[config.mk]
export PLATFORM = sky130hd
export DESIGN_NAME = kgp_ports
export DESIGN_NICKNAME = d
export VERILOG_FILES = /design/src/kgp_pkg.sv /design/src/kgp_ports.sv
export SDC_FILE = /design/constraint.sdc
export NUM_CORES = 1
export LEC_CHECK = 0
export ABC_CLOCK_PERIOD_IN_PS = 2700
export BUFFER_PORTS_ARGS = -buffer_cell sky130_fd_sc_hd__clkbuf_2
export CAP_MARGIN = 30
export CORE_MARGIN = 2
export CORE_UTILIZATION = 50
export CTS_CLUSTER_SIZE = 24
export DETAILED_ROUTE_END_ITERATION = 7
export GPL_ROUTABILITY_DRIVEN = 0
export HOLD_SLACK_MARGIN = 0.1
export PLACE_DENSITY_LB_ADDON = 0.3
export SLEW_MARGIN = 0
export SYNTH_ARGS = -nofsm -noshare
export SYNTH_HDL_FRONTEND = slang
export SYNTH_SLANG_ARGS = --single-unit
[constraint.sdc]
create_clock -name clk -period 2.7 [get_ports clk]
set_clock_uncertainty 0.05 [all_clocks]
set_input_delay 0.675 -clock clk [delete_from_list [all_inputs] [get_ports clk]]
set_output_delay 0.675 -clock clk [all_outputs]
set_load 0.01 [all_outputs]
[src/kgp_pkg.sv]
// constants for the keypad shared gpio ports
package kgp_pkg;
   localparam int addr_width = 8;
   localparam int port3_width = 3;
   localparam int port2_width = 2;
   localparam logic [7:0] port3_data_offset = 8'h0A;
   localparam logic [7:0] port2_data_offset = 8'h0B;
   localparam logic [7:0] port2_direction_offset = 8'h0F;
   localparam logic [7:0] port3_direction_offset = 8'h0E;
   localparam logic [2:0] port3_direction_reset = 3'h0;
   localparam logic [1:0] port2_direction_reset = 2'h0;
   localparam logic [7:0] read_unmapped_value = 8'h00;
endpackage

[src/kgp_ports.sv]
// two gpio ports whose pins are shared with keyboard wake-up inputs
//
// Functional notes
// - first port has three pins with latch and direction bit each, wake-capable.
// - second port has two pins with latch and direction bit each, wake-capable.
// - reset never alters first port data latches.
// - reset never alters second port data latches.
// - wake enable on first port pin forces it input, overriding direction.
// - wake enable on second port pin makes it an input.
// - direction one drives latch on pin; zero leaves pin high impedance.
// - reset clears first port direction bits.
// - reset clears second port direction bits.
// - first port data read gives latch where direction is one, pin where it is zero, wake enable aside.
// - second port data read gives latch where direction is one, pin where it is zero, wake enable aside.
// - data writes always update latches regardless of direction.
// - writing latch of a pin with direction zero does not change value read.
//
// Chosen here: the plain strobed port.
`timescale 1ns/100ps
module kgp_ports
#(
   parameter int p3_width = kgp_pkg::port3_width,
   parameter int p2_width = kgp_pkg::port2_width
)
(
   input wire logic clk,
   input wire logic reset,
   input wire logic [kgp_pkg::addr_width-1:0] address,
   input wire logic [7:0] write_data,
   input wire logic write_strobe,
   input wire logic read_strobe,
   output logic [7:0] read_data,
   input wire logic [p3_width-1:0] key_wake_enable3,
   input wire logic [p2_width-1:0] key_wake_enable2,
   input wire logic [p3_width-1:0] port3_pin_in,
   output logic [p3_width-1:0] port3_pin_out,
   output logic [p3_width-1:0] port3_pin_oe,
   input wire logic [p2_width-1:0] port2_pin_in,
   output logic [p2_width-1:0] port2_pin_out,
   output logic [p2_width-1:0] port2_pin_oe,
   output logic [p3_width-1:0] key_wake_pins3,
   output logic [p2_width-1:0] key_wake_pins2
);
   import kgp_pkg::*;

   // ------------------------------------------------------------
   // state
   // ------------------------------------------------------------
   typedef struct packed {
      logic [p3_width-1:0] port3_direction;
      logic [p2_width-1:0] port2_direction;
      logic [p3_width-1:0] sync3_a;
      logic [p3_width-1:0] sync3_b;
      logic [p2_width-1:0] sync2_a;
      logic [p2_width-1:0] sync2_b;
      logic [p3_width-1:0] wake3;
      logic [p2_width-1:0] wake2;
      logic [p3_width-1:0] wake_pins3;
      logic [p2_width-1:0] wake_pins2;
      logic [7:0] read_data;
   } kgp_state_type;

   kgp_state_type state;
   kgp_state_type next_state;
   // latches are kept out of the reset struct so that reset cannot touch them
   logic [p3_width-1:0] port3_latch;
   logic [p2_width-1:0] port2_latch;

   function automatic logic [7:0] mix_read(input logic [7:0] latch, input logic [7:0] dir,
                                           input logic [7:0] pin);
      mix_read = (latch & dir) | (pin & ~dir);
   endfunction

   // one strobe aimed at one register offset
   function automatic logic hit(input logic strobe, input logic [7:0] addr,
                                input logic [7:0] offset);
      hit = strobe && addr == offset;
   endfunction

   // ------------------------------------------------------------
   // next state
   // ------------------------------------------------------------
   always_comb
   begin
      next_state = state;
      next_state.sync3_a = port3_pin_in;
      next_state.sync3_b = state.sync3_a;
      next_state.sync2_a = port2_pin_in;
      next_state.sync2_b = state.sync2_a;
      next_state.wake3 = key_wake_enable3;
      next_state.wake2 = key_wake_enable2;
      next_state.wake_pins3 = state.sync3_b & state.wake3;
      next_state.wake_pins2 = state.sync2_b & state.wake2;
      if (write_strobe && address == port3_direction_offset)
      begin
         next_state.port3_direction = write_data[p3_width-1:0];
      end
      if (write_strobe && address == port2_direction_offset)
      begin
         next_state.port2_direction = write_data[p2_width-1:0];
      end
      next_state.read_data = read_unmapped_value;
      if (read_strobe)
      begin
         case (address)
            port3_data_offset:
               next_state.read_data = mix_read(8'(port3_latch), 8'(state.port3_direction),
                                               8'(state.sync3_b));
            port2_data_offset:
               next_state.read_data = mix_read(8'(port2_latch), 8'(state.port2_direction),
                                               8'(state.sync2_b));
            port3_direction_offset:
               next_state.read_data = 8'(state.port3_direction);
            port2_direction_offset:
               next_state.read_data = 8'(state.port2_direction);
            default:
               next_state.read_data = read_unmapped_value;
         endcase
      end
      if (reset)
      begin
         next_state.port3_direction = port3_direction_reset;
         next_state.port2_direction = port2_direction_reset;
         next_state.read_data = read_unmapped_value;
         next_state.wake3 = '0;
         next_state.wake2 = '0;
         next_state.wake_pins3 = '0;
         next_state.wake_pins2 = '0;
      end
   end

   always_ff @(posedge clk)
   begin
      state <= next_state;
   end

   // ------------------------------------------------------------
   // data latches
   // ------------------------------------------------------------
   always_ff @(posedge clk)
   begin
      if (hit(write_strobe, address, port3_data_offset))
      begin
         port3_latch <= write_data[p3_width-1:0];
      end
      if (hit(write_strobe, address, port2_data_offset))
      begin
         port2_latch <= write_data[p2_width-1:0];
      end
   end

   // ------------------------------------------------------------
   // pin drive
   // ------------------------------------------------------------
   logic [p3_width-1:0] pin3_out;
   logic [p3_width-1:0] pin3_oe;
   logic [p2_width-1:0] pin2_out;
   logic [p2_width-1:0] pin2_oe;

   always_ff @(posedge clk)
   begin
      pin3_oe <= next_state.port3_direction & ~next_state.wake3;
      pin2_oe <= next_state.port2_direction & ~next_state.wake2;
      // undriven pins show zero so nothing unknown leaves the block
      pin3_out <= (hit(write_strobe, address, port3_data_offset) ?
                   write_data[p3_width-1:0] : port3_latch) &
                  next_state.port3_direction & ~next_state.wake3;
      pin2_out <= (hit(write_strobe, address, port2_data_offset) ?
                   write_data[p2_width-1:0] : port2_latch) &
                  next_state.port2_direction & ~next_state.wake2;
   end

   assign read_data = state.read_data;
   assign port3_pin_oe = pin3_oe;
   assign port2_pin_oe = pin2_oe;
   assign port3_pin_out = pin3_out;
   assign port2_pin_out = pin2_out;
   assign key_wake_pins3 = state.wake_pins3;
   assign key_wake_pins2 = state.wake_pins2;

   for (genvar i = 0; i < p3_width; i++)
   begin : g_bit3

   end

   for (genvar i = 0; i < p2_width; i++)
   begin : g_bit2

   end
endmodule

==> impl_metrics.py <==
metrics = {
    "synthesis": {
        "async_flop_share": 0,
        "synth.top_cell.area_share": 0.515,
        "yosys.area_share.simple": 0.198,
        "seq_area_frac_synth": 0.515,
        "synth.distinct_cells": 35,
        "synth_area_um2": 1670,
        "synth_compound_area_frac": 0.182,
        "synth_ff_type": "dfxtp_1",
        "ys_seq_elements": 43,
        "synth_top_area_cell": "dfxtp_1",
        "synth_edf_count": 0,
        "synth_top_family_by_area": "simple AND/OR/NAND/NOR gates",
        "syn_area_per_cell_um2": 10.8,
        "synth-warning-count": 0,
        "synth_xor_area_frac": 0,
        "synth_area_leaders": "dfxtp_1 (51%), buf_4 (5.8%), o31ai_4 (3.8%)",
        "synth_cells": 155,
        "synthMuxAreaShare": 0.0202,
        "synth_fa_ha_area_frac": 0,
    },
    "worst_setup_path": {
        "critPathRequiredTime_ns": 2.89,
        "cp-end-kind": "flip-flop",
        "critical_path_class": "in2reg",
        "cp-start-kind": "input pin",
        "cp_slowest_cell": "nor4_4",
        "ff2ff_path_depth": 3,
        "cp.arrival_ns": 2.12,
        "slowest_delay_ns": 0.70,
        "worstPathCellList": "clkbuf_2 > nor4_4 > nand3_1 > mux2_2",
        "path_max_fanout": 15,
    },
    "finish": {
        "design_area_um2": 1870,
        "n_antenna_cell": 0,
        "nets": 217,
        "drive_gt1_frac": 0.367,
        "nFillCells": 283,
        "final_cells": 234,
        "area_delta_synth_final_pct": 11.8,
    },
    "route": {
        "drt_iter0_drc": 42,
        "drt.antenna.violating_nets": 0,
        "dr_total_vias": 1236,
        "drc": 0,
        "first_pass_iters": 4,
        "wirelength_um": 3120,
        "viasPerCell": 5.28,
        "wire_per_inst_um": 13.4,
    },
    "floorplan": {
        "core_um2": 3280,
        "dieArea_um2": 3820,
        "fp.dieW_um": 61.8,
        "io_pins": 53,
        "rows": 21,
        "die_h_um": 61.8,
        "start_util": 0.509,
    },
    "clock_tree": {
        "clk_latency_ns": 0.34,
        "clock_path_buffers": 2,
        "cts_tree": "done",
        "cts_resized": 0,
        "postCtsHoldBufs": 0,
        "postCtsSetupBuffers": 0,
        "htreeDepth": 2,
        "cts_root_buffer": "clkbuf_4",
        "path_clk_slew_ns": 0.12,
        "clock_sinks": 43,
        "cts-buffers-inserted": 5,
    },
    "status": {
        "status": "complete, no violations",
    },
    "power_and_ir_drop": {
        "pwr-share-clk": 0.282,
        "p_per_area_nw_per_um2": 552,
        "ir_worst_vdd_mv": 0.307,
        "p_int_uw": 781,
        "p_comb_frac": 0.079,
        "p_sw_uw": 251,
        "seqPwrFrac": 0.639,
        "swShare": 0.243,
        "total_power_uw": 1030,
        "total_leakage_power_uw": 0.000764,
    },
    "sta": {
        "final.setup.tns_ns": 0,
        "finalCritPeriodShare": 0.716,
        "fmax_mhz": 517,
        "worst_slew_pin_slew_ns": 0.752,
        "drv_slew": 0,
        "finalSetupViolations": 0,
        "period_minus_slack_ns": 1.93,
        "hold_violations": 0,
        "worst_hold_slack_ns": 0.290,
        "slew_headroom": 0.495,
        "rsz0062_at_grt": "false",
    },
    "global_routing": {
        "grt_max_degree": 22,
        "antenna_found_initial": 0,
        "grtUsageTotal": 0.188,
        "grt_pass1_vias": 1155,
        "grt_overflow": 0,
        "grt_pass1_wl_um": 5100,
    },
    "worst_hold_path": {
        "holdCritPathClass": "reg2reg",
        "holdPathStages": 0,
    },
    "placed_design": {
        "dp_hpwl_um": 2310,
        "dpl_cell_area_um2": 1820,
        "port_buffers": 42,
        "dp.cells": 226,
    },
    "job": {
        "drv_cap": 0,
    },
}
## worst max-delay path, delay by kind of cell
family                 cells  cell delay [ns]
buffers and inverters      1             0.11
multiplexers               1             0.34
AND/OR/NAND/NOR            2             0.99
## state kept, by name, indices dropped and copies added (netlist names)
name            cells
port3_pin_oe        3
port2_pin_out       2
key_wake_pins2      2
state              15
port3_pin_out       3
read_data           3
next_state          5
port3_latch         3
port2_pin_oe        2
key_wake_pins3      3
port2_latch         2
## final cells by class
class | instances | area, um2 | area share
sequential | 43 | 861 | 0.460
multi-input combinational | 95 | 689 | 0.369
timing repair buffer | 42 | 210 | 0.112
tap | 46 | 57.6 | 0.0308
clock buffer | 5 | 37.5 | 0.0201
clock inverter | 3 | 15.0 | 0.00803
## routing by layer
layer	vias up	routed length, um	global-route usage
li1	610	-	-
met1	572	1340	0.224
met2	50	1530	0.304
met3	4	211	0.0725
met4	0	38	0.0821
met5	-	0	0
## worst paths after layout
path              slack, ns           start              to
setup / recovery       0.77      address[5]  port3_latch[0]
hold / removal         0.29  next_state[22]       state[22]
setup reg to reg       1.36       state[31]    read_data[1]
hold reg to reg        0.29  next_state[22]       state[22]
## power by group through the flow
| stage | registers, uW | clock network [uW] | logic (uW) |
|---|---|---|---|
| 2_1_floorplan | 671 | 0 | 56.2 |
| 6_report | 659 | 291 | 81.4 |
| 3_5_place_dp | 673 | 0 | 80.8 |
| 4_1_cts | 659 | 300 | 81.2 |
| 5_1_grt | 661 | 337 | 89.8 |
| 3_3_place_gp | 673 | 0 | 78.7 |
## cells in the mapped netlist, types with 2 or more instances
library cell,count
buf_4,13
nand2_1,4
mux2_2,3
a31oi_1,6
nor4_1,5
o31ai_4,3
buf_2,2
dfxtp_1,43
or2_2,4
o21ai_0,3
a211oi_1,3
nor2b_1,8
and3b_1,5
o31ai_2,4
o21a_1,3
nand2b_1,2
clkbuf_1,5
a21oi_1,11
nor2_1,5
nand4_1,8
## placed cells by master, fill, tap and decap left out, types with 2 or more instances in the layout
cell / Yosys / layout
o31ai_4: 3 / 3
o21ai_0: 3 / 3
nor2b_1: 8 / 8
mux2_2: 3 / 3
nor2_1: 5 / 5
and3b_1: 5 / 5
dfxtp_1: 43 / 43
a21oi_1: 11 / 11
a211oi_1: 3 / 3
nand4_1: 8 / 8
a31oi_1: 6 / 6
o21a_1: 3 / 3
conb_1: 1 / 5
nor4_1: 5 / 5
clkbuf_4: 0 / 5
nand2_1: 4 / 4
o31ai_2: 4 / 4
nand2b_1: 2 / 2
clkbuf_2: 0 / 42
or2_2: 4 / 4
clkinv_2: 0 / 3
## through the flow
step | worst slack (ns) | utilization
after detailed placement | 0.429 | 0.554
after global routing | 0.628 | 0.570
after floorplan | 0.804 | -
after CTS | 0.798 | 0.570
after global placement | 0.464 | 0.554
final | 0.767 | 0.570
## cell families (layout without fill, tap and decap cells)
group	after synthesis	in the layout
and+or+nand+nor	50	50
muxes	3	3
buffers and inverters	21	50
AOI/OAI and AO/OA	37	37
other	1	5
DFF	43	43
Note: power is estimated with default switching activity, not from simulation.
